--- config.mk ---
export PLATFORM = sky130hd
export DESIGN_NAME = acc_cal_ctrl
export DESIGN_NICKNAME = d
export VERILOG_FILES = /design/src/rtl/acc_pkg.sv /design/src/rtl/acc_cal_if.sv /design/src/rtl/acc_cal_ctrl.sv /design/src/rtl/acc_cal_seq.sv
export VERILOG_INCLUDE_DIRS = /design/src /design/src/rtl
export SDC_FILE = /design/constraint.sdc
export NUM_CORES = 1
export LEC_CHECK = 0
export ABC_AREA = 1
export BUFFER_PORTS_ARGS = -buffer_cell sky130_fd_sc_hd__buf_2
export CORE_MARGIN = 4
export CORE_UTILIZATION = 58
export CTS_CLUSTER_SIZE = 8
export DETAILED_ROUTE_END_ITERATION = 10
export HOLD_SLACK_MARGIN = 0.03
export PLACE_DENSITY_LB_ADDON = 0.08
export SLEW_MARGIN = 10
export SYNTH_ARGS = -nofsm -noshare
export SYNTH_HDL_FRONTEND = slang
export SYNTH_SLANG_ARGS = --single-unit
export TNS_END_PERCENT = 100
--- constraint.sdc ---
create_clock -name clock -period 2.57 [get_ports clock]
set_clock_uncertainty 0.05 [all_clocks]
set_input_delay 0.514 -clock clock [delete_from_list [all_inputs] [get_ports clock]]
set_output_delay 0.514 -clock clock [all_outputs]
set_load 0.01 [all_outputs]
--- src/rtl/acc_consts.svh ---
/*
  constants of the adc calibration control block: register address, field
  positions, reset value, channel codes and timing counts.
  assumes a 250 MHz core clock and the special function register bus of the core.
*/
`ifndef ACC_CONSTS_SVH
`define ACC_CONSTS_SVH
`define ACC_CAL_ADDR 8'hF5
`define ACC_CAL_RESET 8'h00
`define ACC_BIT_BUSY 7
`define ACC_BIT_RSVD6 6
`define ACC_BIT_AVG_HI 5
`define ACC_BIT_AVG_LO 4
`define ACC_BIT_RSVD3 3
`define ACC_BIT_CAL_EN 2
`define ACC_BIT_TYPE 1
`define ACC_BIT_START 0
`define ACC_AVG_00 7'h0F
`define ACC_AVG_01 7'h01
`define ACC_AVG_10 7'h1F
`define ACC_AVG_11 7'h3F
`define ACC_CH_TEMP 4'h8
`define ACC_CH_ANALOG_GROUND_INPUT 4'hB
`define ACC_CH_VREF 4'hC
`define ACC_CH_DMA_STOP 4'hF
`define ACC_CLK_MHZ 250
`define ACC_TEMP_ACQ_NS 1000
`define ACC_TEMP_ACQ_CYC ((`ACC_TEMP_ACQ_NS * `ACC_CLK_MHZ + 999) / 1000)
`endif

--- src/rtl/acc_pkg.sv ---
/*
  types of the adc calibration control block.
  assumes acc_consts.svh is included by its users.
*/
package acc_pkg;
  typedef enum logic [1:0] {ACC_IN_PIN, ACC_IN_TEMP, ACC_IN_ANALOG_GROUND_INPUT, ACC_IN_VREF} acc_input_e;
  typedef enum logic [1:0] {ACC_IDLE, ACC_ACQ, ACC_READ, ACC_DONE} acc_state_e;
  typedef struct packed {
    acc_state_e state;
    logic [6:0] reads_left;
    logic [8:0] acq_left;
    logic gain_sel;
    logic conv_busy;
  } acc_seq_s;
  typedef struct packed {
    logic [1:0] avg;
    logic cal_en;
    logic cal_type;
    logic start;
    logic [7:0] rdata;
  } acc_ctrl_s;
endpackage

--- src/rtl/acc_cal_if.sv ---
/*
  carrier between the register front end and the calibration sequencer.
  assumes one clock domain.
*/
`timescale 1ns/1ps
interface acc_cal_if;
  logic launch;
  logic gain_sel;
  logic [6:0] reads;
  logic [3:0] channel;
  logic cal_busy;
  logic cal_done;
  logic conv_busy;
  modport ctrl (output launch, output gain_sel, output reads, output channel,
                input cal_busy, input cal_done, input conv_busy);
  modport seq (input launch, input gain_sel, input reads, input channel,
               output cal_busy, output cal_done, output conv_busy);
endinterface

--- src/rtl/acc_cal_ctrl.sv ---
/*
  adc calibration control register and input channel decode.
  assumes the core presents special function register accesses as one-cycle
  read and write strobes with an 8-bit address, and returns read data in the
  cycle after the read strobe.
*/
`timescale 1ns/1ps
`include "acc_consts.svh"
module acc_cal_ctrl (
  input wire logic clock,
  input wire logic nrst,
  input wire logic [7:0] sfr_addr,
  input wire logic sfr_wr,
  input wire logic sfr_rd,
  input wire logic [7:0] sfr_wdata,
  output logic [7:0] sfr_rdata,
  input wire logic [3:0] channel_code,
  input wire logic conv_start,
  input wire logic adc_done,
  output logic adc_req,
  output logic adc_gain,
  output acc_pkg::acc_input_e input_sel,
  output logic dma_stop,
  output logic channel_reserved
);
  import acc_pkg::*;
  acc_cal_if cal ();
  acc_ctrl_s c_reg, c_next;
  logic [7:0] reg_view;
  logic hit_wr;
  logic hit_rd;

  function automatic logic [6:0] avg_reads(input logic [1:0] f);
    unique case (f)
      2'b00: avg_reads = `ACC_AVG_00;
      2'b01: avg_reads = `ACC_AVG_01;
      2'b10: avg_reads = `ACC_AVG_10;
      2'b11: avg_reads = `ACC_AVG_11;
    endcase
  endfunction

  function automatic logic cal_addr(input logic [7:0] a);
    cal_addr = (a == `ACC_CAL_ADDR);
  endfunction

  assign hit_wr = sfr_wr && cal_addr(sfr_addr);
  assign hit_rd = sfr_rd && cal_addr(sfr_addr);

  always_comb
  begin
    c_next = c_reg;
    // start clears at completion, with busy
    if (cal.cal_done)
      c_next.start = 1'b0;
    if (hit_wr)
    begin
      c_next.avg = sfr_wdata[`ACC_BIT_AVG_HI:`ACC_BIT_AVG_LO];
      c_next.cal_en = sfr_wdata[`ACC_BIT_CAL_EN];
      c_next.cal_type = sfr_wdata[`ACC_BIT_TYPE];
      // a one starts a cycle; a zero cannot abort a running one
      if (sfr_wdata[`ACC_BIT_START] && !cal.cal_busy)
        c_next.start = 1'b1;
    end
    // answer a read in the next cycle
    c_next.rdata = hit_rd ? reg_view : 8'h00;
  end

  // launch the cycle after the write so the sequencer sees settled fields
  assign cal.launch = c_reg.start && !cal.cal_busy;
  assign cal.gain_sel = c_reg.cal_type;
  assign cal.reads = avg_reads(c_reg.avg);
  assign cal.channel = channel_code;

  // busy is read-only; reserved bits read zero
  always_comb
  begin
    reg_view = 8'h00;
    reg_view[`ACC_BIT_BUSY] = cal.cal_busy || cal.conv_busy || c_reg.start;
    reg_view[`ACC_BIT_AVG_HI:`ACC_BIT_AVG_LO] = c_reg.avg;
    reg_view[`ACC_BIT_CAL_EN] = c_reg.cal_en;
    reg_view[`ACC_BIT_TYPE] = c_reg.cal_type;
    reg_view[`ACC_BIT_START] = c_reg.start;
  end

  always_ff @(posedge clock)
  begin
    if (!nrst)
      c_reg <= '{avg: 2'b00, cal_en: 1'b0, cal_type: 1'b0, start: 1'b0, rdata: 8'h00};
    else
      c_reg <= c_next;
  end
  assign sfr_rdata = c_reg.rdata;

  always_comb
  begin
    input_sel = ACC_IN_PIN;
    channel_reserved = 1'b0;
    unique case (channel_code)
      `ACC_CH_TEMP: input_sel = ACC_IN_TEMP;
      `ACC_CH_ANALOG_GROUND_INPUT: input_sel = ACC_IN_ANALOG_GROUND_INPUT;
      `ACC_CH_VREF: input_sel = ACC_IN_VREF;
      4'hD, 4'hE: channel_reserved = 1'b1;
      default: input_sel = ACC_IN_PIN;
    endcase
  end
  // the list end marker is only flagged, software places it
  assign dma_stop = (channel_code == `ACC_CH_DMA_STOP);

  acc_cal_seq u_seq (
    .clock(clock),
    .nrst(nrst),
    .bus(cal),
    .conv_start(conv_start),
    .adc_done(adc_done),
    .adc_req(adc_req),
    .adc_gain(adc_gain)
  );

  // cycles spent acquiring, helper for the span check
  logic [8:0] acq_seen;
  always_ff @(posedge clock)
  begin
    if (!nrst || !cal.cal_busy)
      acq_seen <= 9'h000;
    else if (!adc_req && acq_seen != 9'h1FF)
      acq_seen <= acq_seen + 9'h001;
  end

  a_start_busy_fall: assert property (@(posedge clock) disable iff (!nrst)
    $fell(c_reg.start) |-> !cal.cal_busy && !reg_view[`ACC_BIT_BUSY] || cal.conv_busy)
    else $error("start bit fell apart from busy");
  a_fall_together: assert property (@(posedge clock) disable iff (!nrst)
    $fell(c_reg.start) |-> $fell(cal.cal_busy))
    else $error("start bit and busy fell on different edges");
  a_start_auto_clr: assert property (@(posedge clock) disable iff (!nrst)
    cal.cal_done && !hit_wr |=> !c_reg.start) else $error("start bit not cleared at completion");
  a_start_launch: assert property (@(posedge clock) disable iff (!nrst)
    hit_wr && sfr_wdata[`ACC_BIT_START] && !cal.cal_busy |=> ##1 cal.cal_busy)
    else $error("calibration did not begin");
  a_no_abort: assert property (@(posedge clock) disable iff (!nrst)
    hit_wr && cal.cal_busy && !cal.cal_done |=> c_reg.start && cal.cal_busy)
    else $error("running calibration stopped by a write");
  // no second launch from a busy write
  a_no_relaunch: assert property (@(posedge clock) disable iff (!nrst)
    hit_wr && cal.cal_busy |=> !cal.launch)
    else $error("calibration relaunched while busy");
  a_busy_during_cal: assert property (@(posedge clock) disable iff (!nrst)
    cal.cal_busy |-> reg_view[`ACC_BIT_BUSY]) else $error("busy low during calibration");
  a_busy_readonly: assert property (@(posedge clock) disable iff (!nrst)
    hit_wr && sfr_wdata[`ACC_BIT_BUSY] && !sfr_wdata[`ACC_BIT_START] && !reg_view[`ACC_BIT_BUSY] && !conv_start
    |=> !reg_view[`ACC_BIT_BUSY])
    else $error("busy bit taken from a write");
  a_conv_busy: assert property (@(posedge clock) disable iff (!nrst)
    conv_start && !cal.cal_busy |=> reg_view[`ACC_BIT_BUSY])
    else $error("busy low during conversion");
  // busy drops when the conversion ends
  a_conv_idle: assert property (@(posedge clock) disable iff (!nrst)
    adc_done && !cal.cal_busy && !c_reg.start && !conv_start && !hit_wr |=> !reg_view[`ACC_BIT_BUSY])
    else $error("busy stuck after conversion");
  a_avg_single: assert property (@(posedge clock) disable iff (!nrst)
    cal.launch && c_reg.avg == 2'b01 |-> cal.reads == 7'h01) else $error("wrong average count");
  a_avg_fifteen: assert property (@(posedge clock) disable iff (!nrst)
    cal.launch && c_reg.avg == 2'b00 |-> cal.reads == 7'h0F)
    else $error("wrong average count for field 00");
  a_avg_thirty_one: assert property (@(posedge clock) disable iff (!nrst)
    cal.launch && c_reg.avg == 2'b10 |-> cal.reads == 7'h1F)
    else $error("wrong average count for field 10");
  a_avg_sixty_three: assert property (@(posedge clock) disable iff (!nrst)
    cal.launch && c_reg.avg == 2'b11 |-> cal.reads == 7'h3F)
    else $error("wrong average count for field 11");
  a_write_fields: assert property (@(posedge clock) disable iff (!nrst)
    hit_wr |=> c_reg.avg == $past(sfr_wdata[`ACC_BIT_AVG_HI:`ACC_BIT_AVG_LO])
    && c_reg.cal_type == $past(sfr_wdata[`ACC_BIT_TYPE]))
    else $error("written fields not stored");
  a_reset_value: assert property (@(posedge clock) disable iff (!nrst)
    $rose(nrst) |-> reg_view == `ACC_CAL_RESET)
    else $error("register not at power-on value");
  a_read_fields: assert property (@(posedge clock) disable iff (!nrst)
    sfr_rd && sfr_addr == `ACC_CAL_ADDR |=> sfr_rdata[5:0] == $past(reg_view[5:0]) && !sfr_rdata[6] && !sfr_rdata[3])
    else $error("register read mismatch");
  // read data only after a read
  a_rdata_quiet: assert property (@(posedge clock) disable iff (!nrst)
    !hit_rd |=> sfr_rdata == 8'h00)
    else $error("read data present without a read");
  // writes elsewhere leave the fields alone
  a_other_addr: assert property (@(posedge clock) disable iff (!nrst)
    sfr_wr && !cal_addr(sfr_addr) |=> $stable(c_reg.avg) && $stable(c_reg.cal_en) && $stable(c_reg.cal_type))
    else $error("write to another address changed the register");
  a_type_follow: assert property (@(posedge clock) disable iff (!nrst)
    cal.launch |=> adc_gain == $past(c_reg.cal_type)) else $error("calibration type not applied");
  // temperature input acquired for the full span
  a_temp_acq_span: assert property (@(posedge clock) disable iff (!nrst)
    $rose(adc_req) && channel_code == `ACC_CH_TEMP |-> acq_seen >= 9'(`ACC_TEMP_ACQ_CYC))
    else $error("temperature acquisition too short");
  a_temp_decode: assert property (@(posedge clock) disable iff (!nrst)
    channel_code == `ACC_CH_TEMP |-> input_sel == ACC_IN_TEMP && !channel_reserved)
    else $error("temperature channel misdecoded");
  a_vref_decode: assert property (@(posedge clock) disable iff (!nrst)
    channel_code == `ACC_CH_VREF |-> input_sel == ACC_IN_VREF && !channel_reserved)
    else $error("reference channel misdecoded");
  a_analog_ground_input_decode: assert property (@(posedge clock) disable iff (!nrst)
    channel_code == `ACC_CH_ANALOG_GROUND_INPUT |-> input_sel == ACC_IN_ANALOG_GROUND_INPUT && !channel_reserved)
    else $error("ground channel misdecoded");
  a_rsvd_decode: assert property (@(posedge clock) disable iff (!nrst)
    (channel_code == 4'hD || channel_code == 4'hE) |-> channel_reserved && input_sel == ACC_IN_PIN && !dma_stop)
    else $error("reserved channel not flagged");
  a_stop_decode: assert property (@(posedge clock) disable iff (!nrst)
    channel_code == `ACC_CH_DMA_STOP |-> dma_stop && !channel_reserved)
    else $error("list end marker not flagged");
endmodule

--- src/rtl/acc_cal_seq.sv ---
/*
  calibration sequencer: acquires then collects the chosen number of readings.
  assumes the converter answers each read request with a one-cycle done pulse.
*/
`timescale 1ns/1ps
`include "acc_consts.svh"
module acc_cal_seq (
  input wire logic clock,
  input wire logic nrst,
  acc_cal_if.seq bus,
  input wire logic conv_start,
  input wire logic adc_done,
  output logic adc_req,
  output logic adc_gain
);
  import acc_pkg::*;
  localparam logic [8:0] ACQ_CYC = 9'(`ACC_TEMP_ACQ_CYC);
  acc_seq_s s_reg, s_next;
  always_comb
  begin
    s_next = s_reg;
    unique case (s_reg.state)
      ACC_IDLE:
      begin
        if (bus.launch)
        begin
          s_next.state = ACC_ACQ;
          s_next.reads_left = bus.reads;
          s_next.gain_sel = bus.gain_sel;
          s_next.acq_left = ACQ_CYC;
        end
      end
      ACC_ACQ:
      begin
        if (bus.channel != `ACC_CH_TEMP || s_reg.acq_left <= 9'h001)
          s_next.state = ACC_READ;
        else
          s_next.acq_left = s_reg.acq_left - 9'h001;
      end
      ACC_READ:
      begin
        if (adc_done)
        begin
          s_next.reads_left = s_reg.reads_left - 7'h01;
          if (s_reg.reads_left == 7'h01)
            s_next.state = ACC_DONE;
        end
      end
      ACC_DONE:
        s_next.state = ACC_IDLE;
    endcase
    if (conv_start && s_reg.state == ACC_IDLE)
      s_next.conv_busy = 1'b1;
    else if (adc_done && s_reg.state == ACC_IDLE)
      s_next.conv_busy = 1'b0;
  end
  always_ff @(posedge clock)
  begin
    if (!nrst)
      s_reg <= '{state: ACC_IDLE, reads_left: 7'h00, acq_left: 9'h000, gain_sel: 1'b0, conv_busy: 1'b0};
    else
      s_reg <= s_next;
  end
  assign bus.cal_busy = (s_reg.state != ACC_IDLE);
  assign bus.cal_done = (s_reg.state == ACC_DONE);
  assign bus.conv_busy = s_reg.conv_busy;
  assign adc_req = (s_reg.state == ACC_READ);
  // type drives the converter gain choice
  assign adc_gain = s_reg.gain_sel;
  a_temp_acq_len: assert property (@(posedge clock) disable iff (!nrst)
    (s_reg.state == ACC_IDLE && bus.launch && bus.channel == `ACC_CH_TEMP)
    |=> (s_reg.state == ACC_ACQ) [*8]) else $error("temperature acquisition cut short");
endmodule

# == Word-level counts from Yosys, hierarchy flattened ==
# Cells that the tools add are included.
# word_totals
register_bits,33
word_cells,72
in_bits,26
output_inout_bits,14
# op_classes
addsub,2
eq_ne,20
mux,16
order_cmp,1
n_reduce_logical,22
# ops
op,count
case mux 7 bit (4 select lines),1
equality test 4 bit (second input constant),6
two-way mux 19 bit,1
two-way mux 9 bit,2
case mux 9 bit (2 select lines),1
case mux 7 bit (2 select lines),1
less-or-equal comparator 9 x 1 -> 1 bit (second input constant),1
subtractor 9 x 1 -> 9 bit (second input constant),1
equality test 2 bit (second input constant),4
equality test 8 bit (second input constant),1
case mux 2 bit (4 select lines),1
nonzero test 2 bit,4
equality test 7 x 1 -> 1 bit (second input constant),1
subtractor 7 x 1 -> 7 bit (second input constant),1
logical AND 1 bit,6
two-way mux 1 bit,6
inequality test 2 bit (second input constant),3
case mux 2 bit (3 select lines),1
AND reduction 3 bit,2
equality test 2 x 1 -> 1 bit (second input constant),2
logical NOT 2 bit,2
two-way mux 2 bit,2
inequality test 2 x 1 -> 1 bit (second input constant),2
inequality test 4 bit (second input constant),1
other kinds (5),8

# == Longest topological paths before layout ==
# depth
depth_word,5
depth_mapped,12
ltp_nobuf,11

# == Cells and area by module ==
# Synthesis repeated with hierarchy kept, for this count alone.
# unflattened
hier_cells,289
hier_area_um2,1894.3
# by_module_without_submodules
module,cells_each,area_each_um2,n_inst
acc_cal_seq,199,1278.7,1
acc_cal_ctrl,90,615.6,1

# == Worst setup path after synthesis ==
# Ideal clock, no wire load.
# synth_timing
path_type,reg-to-reg
from,register u_seq.s_reg[18] (netlist bit)
to,register u_seq.s_reg[16] (netlist bit)
stages_incl_launch_ff,9
n_path_buf,0
slack_ps,974
setup_ps,121
period_less_slack_ps,1596
arrival_ps,1425
cell_sequence,dfxtp_1 inv_1 ha_1 inv_1 o21ai_2 nor2_4 inv_1 a31oi_1 a21oi_1
# synth_rtl
item,line,rtl
"start, declared",acc_cal_seq.sv:18,"acc_seq_s s_reg, s_next;"
"start signal, assigned",acc_cal_seq.sv:60,"s_reg <= '{state: ACC_IDLE, reads_left: 7'h00, acq_left: 9'h000, gain_sel: 1'b0, conv_busy: 1'b0};"
"start signal, assigned",acc_cal_seq.sv:62,s_reg <= s_next;
equality test 2 bit *,--,
net adc_req,acc_cal_ctrl.sv:20,"output logic adc_req,"
inequality test 2 bit (no source line) or nonzero test 2 bit (tied branches),--,
AND reduction 3 bit (no source line),--,
# The timed path passes the listed nets; every way through them passes the cells marked *.
# A chain may end at the register's enable or synchronous reset.

# == Worst setup path after layout ==
# layout_timing
from,register u_seq.s_reg[18] (netlist bit)
to,output adc_req
# layout_between
elab_chain_len,1
# layout_lines
item,line,rtl
equality test 2 bit,acc_cal_seq.sv:67,assign adc_req = (s_reg.state == ACC_READ);
"end, declared",acc_cal_ctrl.sv:20,
# No other way between the ends.

==> results <==
- At the end of the flow the core is filled with cells to 69.65%.
- The share of the Yosys chip area taken by registers is between 30% and 40%.
- The detailed placement HPWL is between 2 and 3 mm.
- The highest-delay cell along the critical path is dfxtp_1.
- Sequential cells burn between 50 and 60% of the power.
- In this run the number of H-tree levels came out at 2.
- For this run, design rule violations remaining after detail routing come to 0.
- The floorplan die height is approximately 63 um.
- Synthesis handed over a netlist of 260 instances.
- Counting every sink on the clock net gives 31.
- Of the total power, the share spent switching nets is 23.24%.
- The area growth from synthesis to layout is 11.36%.
- The number of endpoints failing setup at the final stage is 0.
- The number of endpoints with negative hold slack in the final report is 0.
- The number of flip-flops and latches in the synthesized netlist is 31.
- The buffers inserted during post-CTS setup optimization is 0.
- The static leakage power is approximately 0.95 nW.
- Walking the worst path, the cells encountered are inv_1 -> ha_1 -> buf_2.
- The initial utilization of the core area, before any placement, comes to between 60% and 70%.
- In the layout the commonest cells are nand2_1 (53), nor2_1 (38), buf_2 (34).
- The number of nets in the finished design is between 300 and 400.
- The clock network burns a little under 40% of the power.
- The internal portion of the total power is around 0.00066 W.
- The combined buffer and inverter count along the critical path is 2.
- The TritonCTS clock tree is yes.
- The initial detailed-routing violation count is 86.
- The worst setup path is captured at an output port.
- The number of antenna violations at the first check in global routing was 0.
- The clock period could shrink to 1.888 ns.
- The largest single stage delay on the critical path is ~0.4 ns.
- The first global-routing pass estimated between 6 and 7 mm of wire.
- The largest voltage drop on the vdd net is 0.0003556 V.
- Combinational cells account for ~5.2% of the total power.
- The longest clock path from root to sink contains 2 buffers.
- In the final timing run, aggregate negative setup slack is 0 ns.
- By startpoint and endpoint, the worst setup path is classified as flop to output port.
- Along the worst path, the maximum fanout reaches 8.
- Dividing the detail-routed wire length by the instance count gives 11.31 um.
- Each instance of the synthesized netlist takes up on average slightly below 7 um2.
- During synthesis, Yosys emitted a total of 0 warnings.
- The number of global-route vias before repair is about 1,500.
- The final RePlAce weighted congestion is ~0.86.
- The clock slew seen by the registers of the worst setup and hold paths is about 0.10 ns.
- The number of antenna-violating nets in the routed design is 0.
- Summing all multi-input logic gate instances after layout gives between 900 and 1000 um2.
- 0 antenna diodes ended up in the layout.
- Derived from the worst setup path, the maximum achievable clock frequency is ~530 MHz.
- The commonest non-fill, non-tap cell in the layout is nand2_1.
- The path class of the tightest hold or removal check is input port to flop.
- The tool flagged a number of max-cap violations equal to 0.
- Among cell families on the critical path, the largest total delay comes from flip-flops.
- The flip-flop count of the largest register after layout is 18.
- In the finished design, the share of the clock period the worst path needs comes to approximately 73%.
- 40 I/O pins were placed.
- The number of CTS-inserted buffers is 5.
- The endpoint arrival time on the critical path is between 1 and 1.5 ns.
- The die outline area is roughly 4000 um2.
- The total grt overflow is 0.
- Dividing total power by cell area gives a power density of 433.9 nW/um2.
- The width of the chip is 63.47 um.
- Setup repair after global routing left no endpoint under its margin.
- The net switching power figure is 0.0002004 W.
- The overall global routing resource usage is between 10% and 20%.
- STA classifies the critical path startpoint as a flop.
- The via density per instance is around 5.1.
- Entering global routing, the biggest net connects 17 pins.
- The routed wire length is between 3 and 4 mm.
- The cell area that synthesis handed to floorplanning was 1784 um2.
- The run finished with clean final reports.
- The total of buffers placed on input and output ports is 34.
- The number of iterations in the first detailed-routing pass is 4.
- Across all layers, the routed design uses roughly 1,700 vias.
- For the worst setup path, the data required time is between 2 and 2.5 ns.
- The final-report max-slew violation count was 0.
- The cell at the root of the clock tree is clkbuf_4.
- The number of gates given a new drive strength after cts is 0.
- The number of fillers in the final layout is 274.
- The number of buffers inserted for hold repair after clock tree synthesis is 0.
- The fraction of final layout cells sized beyond drive strength 1 is between 20% and 30%.
- The synthesized netlist contains 27 unique library cells.
- In this run the standard cell core region covers between 2000 and 3000 um2.
- The site row count is 19.
- Across the whole layout, storage elements account for around 620 um2.
- The total placed cells including tap cells is between 300 and 400.
- For the worst-skew pair, the clock arrives at the later sink with an insertion delay of ~0.34 ns.
- The finished layout holds 323 standard cells, fillers aside.
-- cells by family (layout without fill, tap and decap cells) --
group / count (synthesis) / after routing / share of synthesized area [%]
other: 1 / 2 / 0.2102
DFF: 31 / 31 / 34.78
adders and majority gates: 9 / 9 / 6.311
AOI/OAI and AO/OA: 48 / 48 / 15.15
xor gates and xnor gates: 2 / 2 / 0.9819
and+or+nand+nor: 128 / 128 / 31.84
buffers and inverters: 41 / 72 / 10.73
-- Yosys cell counts (all sizes together) --
cell    instances  area share (%)
ha              9             6.3
xnor2           1            0.49
nand3          15             4.2
a31oi           1            0.35
clkbuf          2            0.42
conb            1            0.21
a211oi          2            0.84
nand2          60              14
or2             2            0.70
a21oi          25             8.1
dfxtp          31              35
o21ai          19             5.5
nor3            5             1.4
nor4            1            0.35
nand4           3             1.1
buf             9             4.0
xor2            1            0.49
nor2           42             9.7
inv            30             6.3
o22ai           1            0.35
-- worst min-delay path: cells and delay by family --
kind	cells	cell delay, ns
simple gates	1	0.05
buf+inv	1	0.09
compound gates	1	0.05
-- through the flow --
| stage | cell area [um2] | hold slack, ns | setup WS (ns) | total power [W] |
|---|---|---|---|---|
| floorplan | 1788 | 0.3660 | 0.9738 | 0.0005166 |
| global placement | 1918 | 0.3736 | 0.7558 | 0.0005373 |
| detailed placement | 1918 | 0.3821 | 0.7427 | 0.0005383 |
| CTS | 1987 | 0.3557 | 0.6734 | 0.0008668 |
| global route | 1987 | 0.3814 | 0.5349 | 0.0008957 |
| finish | 1987 | 0.3617 | 0.6825 | 0.0008622 |
-- metal layers --
metal / GRT usage (%) / share of wire [%] / vias up
met1: 26.09 / 48 / 717
met2: 30.64 / 45 / 41
met4: 8.086 / 1.2 / 0
li1: - / - / 889
met3: 5.329 / 6.3 / 6
met5: 0 / 0 / -
-- layout make-up --
class	instances	area share (%)
inverter	30	5.667
timing repair buffer	34	8.564
multi-input combinational	189	49.12
clock buffer	8	3.463
sequential	31	31.23
tap	31	1.952
-- power by group through the flow --
stage	Combinational [W]	Clock, W	Sequential, W
6_report	0.0000446	0.000335	0.000482
5_1_grt	0.0000512	0.000362	0.000483
4_1_cts	0.0000450	0.000339	0.000482
3_5_place_dp	0.0000448	0	0.000493
3_3_place_gp	0.0000438	0	0.000493
2_1_floorplan	0.0000233	0	0.000493
-- path summary, 6_finish.rpt --
kind,startpoint,to,slack [ns],depth (start not counted)
worst max-delay path,u_seq.s_reg[18],adc_req,0.68,3
worst min-delay path,conv_start,u_seq.bus.conv_busy,0.36,3
worst max register to register,u_seq.s_reg[18],u_seq.s_reg[14],0.73,8
worst min register to register,c_reg[10],sfr_rdata[2],0.40,2
Note: power is estimated with default switching activity, not from simulation.
